**config.mk**
```make
export PLATFORM = sky130hd
export DESIGN_NAME = mbf_regs
export DESIGN_NICKNAME = d
export VERILOG_FILES = /design/src/verilog/mbf_pkg.sv /design/src/verilog/mbf_latch_if.sv /design/src/verilog/mbf_regs.sv /design/src/verilog/mbf_sync2.sv /design/src/verilog/mbf_sticky_latch.sv
export SDC_FILE = /design/constraint.sdc
export NUM_CORES = 1
export LEC_CHECK = 0
export BUFFER_PORTS_ARGS = -buffer_cell sky130_fd_sc_hd__buf_2
export CAP_MARGIN = 0
export CORE_MARGIN = 1
export CORE_UTILIZATION = 55
export DETAILED_ROUTE_END_ITERATION = 8
export PLACE_DENSITY = 0.78
export RECOVER_POWER = 25
export SETUP_SLACK_MARGIN = 0.1
export SYNTH_ARGS = -nofsm -noshare
export SYNTH_HDL_FRONTEND = slang
export SYNTH_SLANG_ARGS = --single-unit
```
**constraint.sdc**
```tcl
create_clock -name mclk -period 4.47 [get_ports mclk]
set_input_delay 0.894 -clock mclk [delete_from_list [all_inputs] [get_ports mclk]]
set_output_delay 0.894 -clock mclk [all_outputs]
set_load 0.005 [all_outputs]
```
**src/verilog/mbf_pkg.sv**
```systemverilog
// package: register map, reset values and current-threshold scaling constants
package mbf_pkg;

   // ------------------------------------------------------------
   // register offsets (page 0)
   // ------------------------------------------------------------
   localparam logic [7:0]  ADDR_FAULT_INTERRUPT_MASK   = 8'h34;
   localparam logic [7:0]  ADDR_INPUT_NEG_OVERVOLT     = 8'h36;
   localparam logic [7:0]  ADDR_BIAS_FAULT_LATCH       = 8'h37;
   localparam logic [7:0]  ADDR_BIAS_HIGH_CURRENT_THR  = 8'h38;
   localparam logic [7:0]  ADDR_BIAS_LOW_CURRENT_THR   = 8'h39;
   localparam logic [7:0]  ADDR_CHAN1_FAULT_LATCH      = 8'h2E;
   localparam int          NUM_CHAN                    = 4;

   // ------------------------------------------------------------
   // reset values
   // ------------------------------------------------------------
   localparam logic [7:0]  RST_HIGH_CURRENT_LIMIT      = 8'hBA;
   localparam logic [7:0]  RST_LOW_CURRENT_LIMIT       = 8'h4B;
   localparam logic [4:0]  RST_FAULT_MASK              = 5'h00;
   localparam logic [7:0]  RST_BYTE                    = 8'h00;

   // ------------------------------------------------------------
   // field positions
   // ------------------------------------------------------------
   localparam int          MASK_LSB                    = 3;
   localparam int          MASK_POS_NEG_OV             = 3;
   localparam int          MASK_POS_HIGH_CUR           = 2;
   localparam int          MASK_POS_LOW_CUR            = 1;
   localparam int          MASK_POS_BIAS_OV            = 0;
   localparam int          BIAS_POS_HIGH_CUR           = 2;
   localparam int          BIAS_POS_LOW_CUR            = 1;
   localparam int          BIAS_POS_OV                 = 0;

   // ------------------------------------------------------------
   // threshold code scaling: 0 mA at the base code, fixed step per code
   // ------------------------------------------------------------
   localparam int          UA_W                        = 17;
   localparam logic [7:0]  LIMIT_CODE_BASE             = 8'h39;
   localparam logic [9:0]  LIMIT_STEP_UA               = 10'h21C;

endpackage

```
**src/verilog/mbf_latch_if.sv**
```systemverilog
// interface: set, clear and state of a group of sticky fault flags
`timescale 1ns/1ns
interface mbf_latch_if #(
   parameter int W = 4
);
   logic [W-1:0] set;
   logic [W-1:0] clr;
   logic [W-1:0] q;

   modport owner (input set, input clr, output q);
   modport user  (output set, output clr, input q);
endinterface

```
**src/verilog/mbf_regs.sv**
```systemverilog
// top: mic-bias and negative-input fault latches with threshold registers
`timescale 1ns/1ns
module mbf_regs (
   input  wire logic                     mclk,
   input  wire logic                     rst_n,
   input  wire logic [7:0]               reg_addr,
   input  wire logic                     reg_wr,
   input  wire logic                     reg_rd,
   input  wire logic [7:0]               reg_wdata,
   output logic      [7:0]               reg_rdata,
   output logic                          reg_ack,
   input  wire logic [3:0]               neg_ov_pin,
   input  wire logic                     bias_ov_pin,
   input  wire logic [mbf_pkg::UA_W-1:0] bias_load_ua,
   input  wire logic                     bias_meas_valid,
   output logic                          fault_irq_req
);

   // ------------------------------------------------------------
   // state
   // ------------------------------------------------------------
   typedef struct packed {
      logic [7:0]               rdata;
      logic                     ack;
      logic                     irq;
      logic [4:0]               mask;
      logic [7:0]               high_current_limit_code;
      logic [7:0]               low_current_limit_code;
      logic [mbf_pkg::UA_W-1:0] high_limit_ua;
      logic [mbf_pkg::UA_W-1:0] low_limit_ua;
   } mbf_regs_state_t;

   mbf_regs_state_t st_r;
   mbf_regs_state_t st_nxt;

   logic [3:0] neg_ov_sync;
   logic       bias_ov_sync;

   mbf_latch_if #(.W(4)) neg_lt ();
   mbf_latch_if #(.W(3)) bias_lt ();

   // ------------------------------------------------------------
   // comparator inputs cross into the clock domain
   // ------------------------------------------------------------
   mbf_sync2 #(
      .W (4)
   ) u_sync_neg (
      .mclk  (mclk),
      .rst_n (rst_n),
      .d     (neg_ov_pin),
      .q     (neg_ov_sync)
   );

   mbf_sync2 #(
      .W (1)
   ) u_sync_bias (
      .mclk  (mclk),
      .rst_n (rst_n),
      .d     (bias_ov_pin),
      .q     (bias_ov_sync)
   );

   // ------------------------------------------------------------
   // sticky fault flags
   // ------------------------------------------------------------
   mbf_sticky_latch #(
      .W (4)
   ) u_neg_latch (
      .mclk  (mclk),
      .rst_n (rst_n),
      .lt    (neg_lt)
   );

   mbf_sticky_latch #(
      .W (3)
   ) u_bias_latch (
      .mclk  (mclk),
      .rst_n (rst_n),
      .lt    (bias_lt)
   );

   // ------------------------------------------------------------
   // limit code to microamps
   // ------------------------------------------------------------
   function automatic logic [mbf_pkg::UA_W-1:0] code_to_ua(input logic [7:0] code);
      logic [7:0]  steps;
      logic [17:0] prod;
      steps = 8'h00;
      prod  = 18'h00000;
      if (code >= mbf_pkg::LIMIT_CODE_BASE) begin
         steps = code - mbf_pkg::LIMIT_CODE_BASE;
      end
      prod = {10'h000, steps} * {8'h00, mbf_pkg::LIMIT_STEP_UA};
      return prod[mbf_pkg::UA_W-1:0];
   endfunction

   // ------------------------------------------------------------
   // fault detection and clear-on-read
   // ------------------------------------------------------------
   always_comb begin
      neg_lt.set  = neg_ov_sync;
      neg_lt.clr  = 4'h0;
      bias_lt.set = 3'h0;
      bias_lt.clr = 3'h0;

      for (int ch = 0; ch < mbf_pkg::NUM_CHAN; ch++) begin
         if (reg_rd && reg_addr == mbf_pkg::ADDR_CHAN1_FAULT_LATCH + 8'(ch)) begin
            neg_lt.clr[3 - ch] = 1'b1;
         end
      end

      if (bias_meas_valid) begin
         bias_lt.set[mbf_pkg::BIAS_POS_HIGH_CUR] = bias_load_ua > st_r.high_limit_ua;
         bias_lt.set[mbf_pkg::BIAS_POS_LOW_CUR]  = bias_load_ua < st_r.low_limit_ua;
      end
      bias_lt.set[mbf_pkg::BIAS_POS_OV] = bias_ov_sync;

      if (reg_rd && reg_addr == mbf_pkg::ADDR_BIAS_FAULT_LATCH) begin
         bias_lt.clr = 3'h7;
      end
   end

   // ------------------------------------------------------------
   // register access and interrupt request
   // ------------------------------------------------------------
   always_comb begin
      st_nxt     = st_r;
      st_nxt.ack = reg_rd | reg_wr;

      // writes; read-only and unmapped addresses ignore them
      if (reg_wr) begin
         case (reg_addr)
            mbf_pkg::ADDR_FAULT_INTERRUPT_MASK: begin
               st_nxt.mask = reg_wdata[7:mbf_pkg::MASK_LSB];
            end
            mbf_pkg::ADDR_BIAS_HIGH_CURRENT_THR: begin
               st_nxt.high_current_limit_code = reg_wdata;
            end
            mbf_pkg::ADDR_BIAS_LOW_CURRENT_THR: begin
               st_nxt.low_current_limit_code = reg_wdata;
            end
            default: begin
               st_nxt.mask = st_r.mask;
            end
         endcase
      end

      st_nxt.high_limit_ua = code_to_ua(st_r.high_current_limit_code);
      st_nxt.low_limit_ua  = code_to_ua(st_r.low_current_limit_code);

      // reads return the value before any clear in the same cycle
      st_nxt.rdata = mbf_pkg::RST_BYTE;
      if (reg_rd) begin
         case (reg_addr)
            mbf_pkg::ADDR_FAULT_INTERRUPT_MASK: begin
               st_nxt.rdata = {st_r.mask, 3'h0};
            end
            mbf_pkg::ADDR_INPUT_NEG_OVERVOLT: begin
               st_nxt.rdata = {neg_lt.q, 4'h0};
            end
            mbf_pkg::ADDR_BIAS_FAULT_LATCH: begin
               st_nxt.rdata = {bias_lt.q, 5'h00};
            end
            mbf_pkg::ADDR_BIAS_HIGH_CURRENT_THR: begin
               st_nxt.rdata = st_r.high_current_limit_code;
            end
            mbf_pkg::ADDR_BIAS_LOW_CURRENT_THR: begin
               st_nxt.rdata = st_r.low_current_limit_code;
            end
            default: begin
               st_nxt.rdata = mbf_pkg::RST_BYTE;
            end
         endcase
      end

      st_nxt.irq = (|neg_lt.q & ~st_r.mask[mbf_pkg::MASK_POS_NEG_OV])
                 | (bias_lt.q[mbf_pkg::BIAS_POS_HIGH_CUR]
                    & ~st_r.mask[mbf_pkg::MASK_POS_HIGH_CUR])
                 | (bias_lt.q[mbf_pkg::BIAS_POS_LOW_CUR]
                    & ~st_r.mask[mbf_pkg::MASK_POS_LOW_CUR])
                 | (bias_lt.q[mbf_pkg::BIAS_POS_OV]
                    & ~st_r.mask[mbf_pkg::MASK_POS_BIAS_OV]);
   end

   always_ff @(posedge mclk or negedge rst_n) begin
      if (!rst_n) begin
         st_r                         <= '0;
         st_r.mask                    <= mbf_pkg::RST_FAULT_MASK;
         st_r.high_current_limit_code <= mbf_pkg::RST_HIGH_CURRENT_LIMIT;
         st_r.low_current_limit_code  <= mbf_pkg::RST_LOW_CURRENT_LIMIT;
      end else begin
         st_r <= st_nxt;
      end
   end

   assign reg_rdata     = st_r.rdata;
   assign reg_ack       = st_r.ack;
   assign fault_irq_req = st_r.irq;

endmodule

```
**src/verilog/mbf_sync2.sv**
```systemverilog
// two-flop synchroniser for asynchronous fault comparator levels
`timescale 1ns/1ns
module mbf_sync2 #(
   parameter int W = 1
) (
   input  wire logic         mclk,
   input  wire logic         rst_n,
   input  wire logic [W-1:0] d,
   output logic      [W-1:0] q
);

   typedef struct packed {
      logic [W-1:0] stage1;
      logic [W-1:0] stage2;
   } mbf_sync_state_t;

   mbf_sync_state_t st_r;
   mbf_sync_state_t st_nxt;

   always_comb begin
      st_nxt        = st_r;
      st_nxt.stage1 = d;
      st_nxt.stage2 = st_r.stage1;
   end

   always_ff @(posedge mclk or negedge rst_n) begin
      if (!rst_n) begin
         st_r <= '0;
      end else begin
         st_r <= st_nxt;
      end
   end

   assign q = st_r.stage2;

endmodule

```
**src/verilog/mbf_sticky_latch.sv**
```systemverilog
// group of sticky fault flags; a set in the clearing cycle wins
`timescale 1ns/1ns
module mbf_sticky_latch #(
   parameter int W = 4
) (
   input  wire logic mclk,
   input  wire logic rst_n,
   mbf_latch_if.owner lt
);

   typedef struct packed {
      logic [W-1:0] flag;
   } mbf_latch_state_t;

   mbf_latch_state_t st_r;
   mbf_latch_state_t st_nxt;

   always_comb begin
      st_nxt      = st_r;
      st_nxt.flag = (st_r.flag & ~lt.clr) | lt.set;
   end

   always_ff @(posedge mclk or negedge rst_n) begin
      if (!rst_n) begin
         st_r <= '0;
      end else begin
         st_r <= st_nxt;
      end
   end

   assign lt.q = st_r.flag;

endmodule

```
==> results of run 1 <==
==> final cells by class <==
cell class                      count  area share [%]
Timing Repair Buffer               65            5.28
Tap cell                          136            2.52
Sequential cell                    78            29.1
Inverter                          109            6.06
Multi-Input combinational cell    392            53.3
Clock inverter                      6            1.74
Clock buffer                       10            2.04
==> kinds of logic (layout without fill, tap and decap cells) <==
kind of cell	after synthesis	count (layout)	synth area share [%]
DFF	78	78	33.5
and+or+nand+nor	123	123	11.2
AOI/OAI and AO/OA	105	105	12.1
buffers and inverters	121	190	8.31
muxes	27	27	5.13
adders and majority gates	112	112	26.0
xor gates and xnor gates	25	25	3.74
==> state kept, by name (all words and copies together), names as in the netlist <==
| signal | cells |
|---|---|
| st_r | 51 |
| reg_rdata | 8 |
| u_neg_latch.lt.q | 4 |
| u_sync_neg.q | 4 |
| u_sync_neg.st_nxt | 4 |
| u_bias_latch.lt.q | 3 |
| fault_irq_req | 1 |
| reg_ack | 1 |
| u_sync_bias.q | 1 |
| u_sync_bias.st_nxt | 1 |
==> worst max-delay path by stage <==
| stage | startpoint | endpoint | slack (ns) | depth (start not counted) |
|---|---|---|---|---|
| floorplan | st_r[35]$_DFFE_PN1P_ | st_r[13]$_DFF_PN0_ | 0.21 | 17 |
| finish | st_r[43]$_DFFE_PN1P_ | st_r[33]$_DFF_PN0_ | 0.28 | 17 |
| global route | st_r[35]$_DFFE_PN1P_ | st_r[13]$_DFF_PN0_ | 0.08 | 17 |
| CTS | st_r[43]$_DFFE_PN1P_ | st_r[33]$_DFF_PN0_ | 0.05 | 19 |
| detailed placement | st_r[35]$_DFFE_PN1P_ | st_r[13]$_DFF_PN0_ | -0.05 | 17 |
| global placement | st_r[35]$_DFFE_PN1P_ | st_r[13]$_DFF_PN0_ | 0.09 | 17 |
==> synthesized netlist by cell type, types with 2 or more instances <==
library cell / instances / share of area [%]
inv_1: 109 / 7.0
ha_1: 96 / 21
dfrtp_1: 69 / 29
nor2_1: 39 / 2.5
a21oi_1: 29 / 2.5
mux2_2: 24 / 4.6
nand2_1: 21 / 1.3
xnor2_1: 17 / 2.5
fa_1: 16 / 5.5
o21ai_0: 14 / 1.2
nand3_1: 13 / 1.1
a21o_1: 12 / 1.5
a22oi_1: 9 / 1.2
dfstp_2: 9 / 4.0
buf_4: 8 / 1.0
nand2b_1: 8 / 0.85
xor2_1: 8 / 1.2
nand4_1: 6 / 0.64
nor3_1: 6 / 0.51
o21bai_1: 6 / 0.77
a211oi_1: 5 / 0.64
o211ai_1: 5 / 0.64
and3_1: 4 / 0.43
nor2b_1: 4 / 0.43
a22o_1: 3 / 0.45
a32oi_1: 3 / 0.45
mux2i_1: 3 / 0.51
nand3b_1: 3 / 0.38
o21a_1: 3 / 0.38
or2_2: 3 / 0.32
a21boi_0: 2 / 0.26
a31oi_1: 2 / 0.21
buf_2: 2 / 0.17
clkbuf_1: 2 / 0.13
nand4b_1: 2 / 0.30
nor4_1: 2 / 0.21
o2bb2ai_1: 2 / 0.30
==> metrics by stage <==
step | setup slack [ns] | util (%) | power [mW] | hold slack [ns] | TNS (ns)
6_report | 0.283 | 65.4 | 1.81 | 0.346 | 0
3_3_place_gp | 0.0900 | 60.9 | 1.12 | 0.334 | 0
3_5_place_dp | -0.0510 | 60.9 | 1.13 | 0.335 | -0.0510
4_1_cts | 0.0473 | 63.6 | 1.80 | 0.352 | 0
2_1_floorplan | 0.214 | - | 1.01 | 0.331 | 0
5_1_grt | 0.0793 | 65.4 | 1.91 | 0.360 | 0
==> worst max-delay path, delay by kind of cell (launching register included) <==
family	cells	cell delay [ns]
fa+ha+maj	5	1.74
compound gates	5	1.13
flops	1	0.57
simple gates	3	0.31
buf+inv	3	0.18
xor+xnor	1	0.12
==> metal layers <==
| metal | part of all wire [%] | track usage, % |
|---|---|---|
| met3 | 3.4 | 3.43 |
| met4 | 2.4 | 8.25 |
| met2 | 50 | 41.8 |
| met1 | 44 | 33.1 |
| met5 | 0 | 0 |
==> repair_timing <==
item | CTS | global route
hold buffers | 0 | 0
setup buffers | 0 | 3
setup endpoints to repair | 11 | 13
pin swaps | 0 | 21
gates resized for setup | 6 | 45
==> where the power goes <==
part / total [mW] / internal, mW / leakage [nW] / switching, mW
clock: 0.666 / 0.391 / 0.125 / 0.275
combinational: 0.367 / 0.155 / 2.30 / 0.212
sequential: 0.782 / 0.755 / 0.975 / 0.0272
==> results.txt, run 1 <==
run status - complete, but fails checks
failing checks - capacitance limit, slew limit
Seq cells post-synth - 78
Hold Path Depth - 0
area delta synth->final - 15.4%
commonest non-fill, non-tap cell in the layout - inv_1
crit path DAT - 4.43 ns
Synth cell types - 59
initial core utilization - 56.7%
Mean Syn Cell Area - 9.91 µm²
CP max stage cell - dfstp_2
Crit Path Class - flip-flop to flip-flop
cell area after layout - 6760 µm²
H-tree depth - 3
max_cap viols - 1
Die ar. - 11100 µm²
VDD IR max - 0.000139 V
Worst Tran Pin Value - 1.88 ns
CTS max path bufs - 2
I/O pin count - 53
first-pass GRT wire length - 21500 µm
worst hold start - u_sync_neg.st_nxt[0]$_DFF_PN0_
placed cell area - 6280 µm²
GR Overflow Total - 0
CTS tree - done
register area share after synthesis - 33.5%
input/output buffers - 52
Max FO, Critical Path - 5
final worst path period share - 93.7%
DRT iter0 DRCs - 190
Fillers - 793
Post-route DRC - 0
placed insts - 777
crit path capture type - flip-flop
Routed WL - 13100 µm
PwrDens - 269 nW/µm²
iteration count of the initial detailed-routing pass - 4
largest net degree at the start of global routing - 79
Syn. warnings - 0
Reg area - 1960 µm²
Hold Crit Class - flip-flop to flip-flop
Reg2Reg Depth - 17
RSZ-0062 raised after global routing - yes
antenna violations before repair - 0
Crit path top cell by count - inv_1
Reg2Reg Setup Slack - 0.28 ns
number of routed nets with antenna violations - 0
CTS root buf - clkbuf_8
Num CTS Buffers - 9
# diodes - 0
Slew Viols, Final - 79
Worst-Skew Late Latency - 0.36 ns
Synth Cell Area - 5850 µm²
share of layout cells above drive strength 1 - 25.5%
Rel. slew slack - -25.4%
Max Fclk - 0.239 GHz
vias per cell - 5.62
Post-Syn Instances - 591
Pleak - 3.40 nW
top_reg_cell synth - dfrtp_1
clock-pin slew on the worst setup and hold paths - 0.09 ns
Final Wtd Congestion - 0.910
Syn Nets - 746
Hold Vio Cnt, Final - 0
reg-to-reg startpoint - st_r[43]$_DFFE_PN1P_
Final setup viols - 0
DR WL/cell - 16.5 µm
DR vias - 4474
Detailed Place HPWL - 10000 µm
CP cell instances - inv_1 -> ha_2 -> nand2b_4 -> nand2_1 -> a221oi_2 -> nor2_1 -> ha_1 -> inv_1 -> fa_1 -> fa_1 -> inv_1 -> ha_4 -> o211ai_1 -> a22oi_2 -> o21ai_2 -> a2111oi_2 -> xnor2_1
Final min period - 4.19 ns
Worst Hold End - u_sync_neg.q[0]$_DFF_PN0_
ys async rst share - 100%
Core ar. - 10300 µm²
layout net count - 810
most frequent cells in the layout - 108 x inv_1, 89 x ha_1, 69 x dfrtp_1
# clock sinks - 78
Max stage delay on crit path - 0.57 ns
Critical R2R Capture - st_r[33]$_DFF_PN0_
vias in the first global route - 4453
Worst EP required - 4.71 ns
EDFF count, synth - 0
Tot GR Track Use - 24.9%
Rows - 37
clock skew - 0.0136 ns
Die W - 105 µm
CP startpoint kind - flip-flop
area of the multi-input gates - 3600 µm²
Die Ht - 105 µm
final non-filler cell total - 796
Note: power is estimated with default switching activity, not from simulation.
==> inputs of run 2 (changes only) <==
ABC_CLOCK_PERIOD_IN_PS = 4470   (was default)
SYNTH_HIERARCHICAL = 1   (was default)
==> run 2 against run 1 <==
The flow still finishes with violations (capacitance limit, slew limit). Sequential cell count unchanged. Critical path depth up 4. Register-to-register slack worse by 0.08 ns. Combinational power up 2%. Clock skew increased by 0.0078 ns. Sequential share of layout area shrank 0.49 points. Wire length increased by 0.86%. Critical endpoint unchanged. Largest power group unchanged.
==> results.txt, run 2 <==
Core Util, Final - 66.6%
H-tree depth - 3
crit path capture type - flip-flop
pre-CTS setup slack - -0.131 ns
largest net degree at the start of global routing - 79
DR vias - 4570
failing checks - capacitance limit, slew limit
area delta synth->final - 17.9%
placed insts - 787
Reg2Reg Depth - 21
Syn Nets - 754
Detailed Place HPWL - 9890 µm
Reg2Reg Setup Slack - 0.21 ns
crit-path leading delay family - adder cells
antenna violations before repair - 0
Power, Total - 1.65 mW
register area share after synthesis - 33.7%
number of flip-flops in the largest register - 51
Synth Area in Compound Gates - 12.1%
commonest cells in the netlist - 114 x inv_1, 96 x ha_1, 69 x dfrtp_1
max_cap viols - 1
Die Ht - 105 µm
top_reg_cell synth - dfrtp_1
Hold Crit Class - flip-flop to flip-flop
# clock sinks - 78
Core ar. - 10300 µm²
CP Buf/Inv Count - 5
Mean Syn Cell Area - 9.74 µm²
EDFF count, synth - 0
Tot GR Track Use - 24.3%
Die ar. - 11000 µm²
Hold Slack - 0.356 ns
Final min period - 4.26 ns
clock-pin slew on the worst setup and hold paths - 0.09 ns
share of layout cells above drive strength 1 - 26.4%
Post-Synth Simple-Gate Area - 11.4%
post-synthesis mux area share - 4.18%
Max Fclk - 0.235 GHz
Fillers - 785
GR Overflow Total - 0
# diodes - 0
synth top area cells - dfrtp_1 30%, ha_1 21%, inv_1 7.3%
Worst EP required - 4.70 ns
post-synthesis adder-cell area fraction - 26.1%
CP max stage cell - fa_1
CTS tree - done
worst setup margin - 0.206 ns
Crit Path Class - flip-flop to flip-flop
commonest non-fill, non-tap cell in the layout - inv_1
post-synthesis xor/xnor area fraction - 3.75%
Hold Path Depth - 0
layout net count - 840
Synth cell types - 55
Synth Cell Area - 5830 µm²
Post-route DRC - 0
Final setup viols - 0
Worst Tran Pin Value - 1.88 ns
VDD IR max - 0.000158 V
Reg with most FFs - st_r
leading area contributor after synthesis - dfrtp_1
DRT iter0 DRCs - 298
final non-filler cell total - 826
Max FO, Critical Path - 8
CTS max path bufs - 2
final worst path period share - 95.4%
vias per cell - 5.53
Rel. slew slack - -25.6%
run status - complete, but fails checks
CP startpoint kind - flip-flop
clock skew - 0.0214 ns
Worst-Skew Late Latency - 0.36 ns
Post-Syn Instances - 599
most frequent cells in the layout - 109 x inv_1, 89 x ha_1, 68 x dfrtp_1
Slew Viols, Final - 79
vias in the first global route - 4476
Seq cells post-synth - 78
Routed WL - 13200 µm
Final Wtd Congestion - 0.896
I/O pin count - 53
iteration count of the initial detailed-routing pass - 5
PwrDens - 240 nW/µm²
ys async rst share - 100%
Hold Vio Cnt, Final - 0
Die W - 105 µm
CP Depth - 21
Pleak - 3.45 nW
DR WL/cell - 16.0 µm
number of routed nets with antenna violations - 0
CP cell instances - inv_2 -> ha_4 -> nand2b_4 -> nor2_2 -> nor2_2 -> nor3_2 -> buf_6 -> nor2_4 -> buf_4 -> ha_1 -> ha_1 -> inv_1 -> fa_1 -> inv_1 -> ha_4 -> o21ai_0 -> nor2_1 -> o41a_1 -> nand4_1 -> a311o_1 -> xnor2_1
first-pass GRT wire length - 21300 µm
main combinational cell family by area after synthesis - adder cells
Synth top area share - 29.6%
Max stage delay on crit path - 0.54 ns
Num CTS Buffers - 9
Rows - 37
CTS root buf - clkbuf_8
count leader, synth - inv_1
input/output buffers - 52
initial core utilization - 56.5%
Syn. warnings - 6
crit path DAT - 4.50 ns
[run 2: stage by stage]
stage / area, µm² / setup TNS, ns
floorplan: 5830 / 0
global placement: 6280 / 0
detailed placement: 6280 / -0.219
CTS: 6620 / 0
global route: 6880 / -0.0000702
finish: 6880 / 0
[run 2: per-layer routing]
metal / vias to the layer above / GRT usage (%) / share of wire (%)
li1: 2177 / - / -
met1: 2246 / 32.9 / 44
met2: 124 / 40.7 / 50
met3: 23 / 3.93 / 4.5
met4: 0 / 6.04 / 1.5
met5: - / 0 / 0
[run 2: cell type report]
| class | instances | area [µm²] | share of cell area (%) |
|---|---|---|---|
| Clock buffer | 9 | 124 | 1.80 |
| Clock inverter | 7 | 55.1 | 0.801 |
| Inverter | 114 | 428 | 6.22 |
| Multi-Input combinational cell | 394 | 3600 | 52.3 |
| Sequential cell | 78 | 1960 | 28.6 |
| Tap cell | 136 | 170 | 2.47 |
| Timing Repair Buffer | 88 | 537 | 7.81 |
[run 2: power breakdown]
part           internal [mW]  switching, mW  leakage (nW)
Clock                  0.208          0.288        0.0919
Sequential             0.753         0.0243         0.975
Combinational          0.164          0.212          2.38
Total                   1.12          0.524          3.45
[run 2: cell families (layout without fill, tap and decap cells)]
kind of cell,after synthesis,after routing
buffers and inverters,127,218
AO/OA/AOI/OAI,104,104
flip-flops,78,78
XOR/XNOR,25,25
adder cells (fa/ha/maj),112,112
AND/OR/NAND/NOR,131,131
multiplexers,22,22
[run 2: path summary, 6_finish.rpt]
path	start	endpoint
setup reg to reg	st_r[42]$_DFFE_PN0P_	st_r[33]$_DFF_PN0_
max in group asynchronous	rst_n	st_r[42]$_DFFE_PN0P_
hold / removal	u_sync_neg/st_nxt[1]$_DFF_PN0_	u_sync_neg/q[1]$_DFF_PN0_
setup / recovery	st_r[42]$_DFFE_PN0P_	st_r[33]$_DFF_PN0_
hold reg to reg	u_sync_neg/st_nxt[1]$_DFF_PN0_	u_sync_neg/q[1]$_DFF_PN0_
min in group asynchronous	rst_n	reg_rdata[5]$_DFF_PN0_
[run 2: timing repair]
item	in CTS	in global routing
resized for setup	23	35
pin swaps	9	22
buffers inserted	8	15
setup endpoints to repair	7	11
hold buffers	0	0
cloned	0	0
==> inputs of run 3 (changes only) <==
CORE_UTILIZATION = 56   (was 55)
CTS_BUF_LIST = sky130_fd_sc_hd__clkbuf_2 sky130_fd_sc_hd__clkbuf_4 sky130_fd_sc_hd__clkbuf_8   (was default)
PLACE_DENSITY = 0.79   (was 0.78)
==> run 3 against run 2 <==
The flow still finishes with violations (capacitance limit, slew limit). Sequential cell count unchanged. Highest routed layer unchanged. Cell area grew 2.2%. Setup slack got worse by 0.073 ns. Non-clock buffer count fell by 5. Utilization rose by 4.0 points. First-iteration DRC count decreased by 3.4%.
==> results.txt, run 3 (synthesized netlist as in run 2, its figures left out) <==
crit path DAT - 4.55 ns
Crit Path Class - flip-flop to flip-flop
VDD IR max - 0.000138 V
Die ar. - 10800 µm²
Final Wtd Congestion - 0.907
Hold Crit Class - flip-flop to flip-flop
Worst EP required - 4.68 ns
run status - complete, but fails checks
share of layout cells above drive strength 1 - 28.0%
placed cell area - 6270 µm²
met3 wire length - 566 µm
crit path capture type - flip-flop
hold buffers post-CTS - 0
max_cap viols - 1
area delta synth->final - 20.5%
Num CTS Buffers - 9
iteration count of the initial detailed-routing pass - 5
Rows - 36
Core ar. - 9950 µm²
Tot GR Track Use - 24.4%
H-tree depth - 3
CTS tree - done
antenna violations before repair - 0
Hold Slack - 0.353 ns
initial core utilization - 58.6%
Worst-Skew Late Latency - 0.35 ns
Final min period - 4.34 ns
Post-route DRC - 0
CTS root buf - clkbuf_8
DR top layer - met4
cell area after layout - 7030 µm²
Detailed Place HPWL - 9970 µm
GR Overflow Total - 0
Max stage delay on crit path - 0.62 ns
# clock sinks - 78
largest net degree at the start of global routing - 79
vias in the first global route - 4580
layout net count - 835
crit-path leading delay family - adder cells
most frequent cells in the layout - 109 x inv_1, 83 x ha_1, 68 x dfrtp_1
Die W - 104 µm
Seq pwr share - 44.4%
Reg with most FFs - st_r
Hold Vio Cnt, Final - 0
vias per cell - 5.66
number of routed nets with antenna violations - 0
metal2 WL - 6880 µm
clock-pin slew on the worst setup and hold paths - 0.08 ns
CP Buf/Inv Count - 5
Logic pwr share - 22.6%
Max Fclk - 0.231 GHz
PwrDens - 250 nW/µm²
final worst path period share - 97.0%
failing checks - capacitance limit, slew limit
Routed WL - 13800 µm
CP cell instances - inv_4 -> ha_4 -> nand2b_4 -> nor2_2 -> nor2_2 -> nor3_2 -> buf_6 -> nor2_4 -> ha_1 -> ha_1 -> inv_1 -> fa_1 -> inv_1 -> ha_4 -> nor2b_1 -> o21ai_2 -> a21oi_2 -> o41ai_2 -> buf_4 -> mux2i_1 -> o2111ai_1
Pleak - 3.46 nW
Worst Tran Pin Value - 1.86 ns
Final setup viols - 0
DRT iter0 DRCs - 288
Rel. slew slack - -23.7%
first-pass GRT wire length - 21300 µm
Clock Power Share - 33.1%
wl on met1 - 5730 µm
clock skew - 0.0112 ns
P_sw - 0.512 mW
number of flip-flops in the largest register - 51
CTS max path bufs - 2
DR vias - 4633
Slew Viols, Final - 79
# diodes - 0
Core Util, Final - 70.6%
CP startpoint kind - flip-flop
Sw Ratio - 29.1%
Max FO, Critical Path - 8
DR WL/cell - 16.8 µm
CP max stage cell - dfstp_2
commonest non-fill, non-tap cell in the layout - inv_1
Power, Total - 1.76 mW
I/O pin count - 53
input/output buffers - 52
Die Ht - 104 µm
Internal - 1.25 mW
[run 3: changes by cell type in the layout (fill, tap and decap cells not counted), sizes merged]
cell,before,now
clkinv,3,4
bufinv,0,2
clkbuf,11,12
buf,86,81
inv,117,114
clkinvlp,1,0
[run 3: final timing paths]
| path | slack, ns | endpoint | startpoint | cells after the start |
|---|---|---|---|---|
| worst min register to register | 0.35 | u_sync_neg/q[3]$_DFF_PN0_ | u_sync_neg/st_nxt[3]$_DFF_PN0_ | 0 |
| min in group asynchronous | 1.04 | reg_ack$_DFF_PN0_ | rst_n | 1 |
| worst max-delay path | 0.13 | st_r[32]$_DFF_PN0_ | st_r[43]$_DFFE_PN1P_ | 21 |
| max in group asynchronous | 2.20 | st_r[42]$_DFFE_PN0P_ | rst_n | 1 |
| worst max register to register | 0.13 | st_r[32]$_DFF_PN0_ | st_r[43]$_DFFE_PN1P_ | 21 |
| worst min-delay path | 0.35 | u_sync_neg/q[3]$_DFF_PN0_ | u_sync_neg/st_nxt[3]$_DFF_PN0_ | 0 |
[run 3: final cells by class]
class,count,area [µm²]
Clock inverter,6,87.6
Timing Repair Buffer,83,507
Fill cell,690,2930
Sequential cell,78,1960
Inverter,114,430
Multi-Input combinational cell,394,3740
Tap cell,133,166
Clock buffer,10,131
[run 3: per-layer routing]
layer / vias to the layer above / GRT usage [%]
met2: 147 / 41.3
met4: 0 / 9.80
met5: - / 0
met3: 51 / 3.32
met1: 2261 / 31.7
li1: 2174 / -
[run 3: stage by stage]
step	std cells	TNS, ns	setup WS, ns
global route	818	-0.124	-0.0570
floorplan	599	0	0.105
CTS	802	0	0.104
global placement	783	0	0.0518
finish	818	0	0.133
detailed placement	783	-0.148	-0.0988
[run 3: worst register-to-register path, cell delays in order, from the launching register on]
cell	delay, ns
dfstp_2	0.62
inv_4	0.07
ha_4	0.18
nand2b_4	0.08
nor2_2	0.05
nor2_2	0.16
nor3_2	0.07
buf_6	0.17
nor2_4	0.14
ha_1	0.27
ha_1	0.29
inv_1	0.05
fa_1	0.53
inv_1	0.07
ha_4	0.26
nor2b_1	0.14
o21ai_2	0.14
a21oi_2	0.09
o41ai_2	0.34
buf_4	0.17
mux2i_1	0.19
o2111ai_1	0.14
[run 3: power groups by stage]
stage / clock [mW] / combinational [mW] / sequential, mW
detailed placement: 0 / 0.329 / 0.790
finish: 0.582 / 0.397 / 0.780
floorplan: 0 / 0.210 / 0.782
global placement: 0 / 0.309 / 0.788
global route: 0.615 / 0.444 / 0.785
CTS: 0.588 / 0.342 / 0.778
[run 3: what timing repair did]
| item | CTS | global route |
|---|---|---|
| gates resized for setup | 17 | 69 |
| cloned | 0 | 0 |
| buffers inserted | 3 | 16 |
| hold endpoints to repair | 0 | 0 |
| endpoints found under the setup margin | 7 | 11 |
| pin swaps | 3 | 40 |
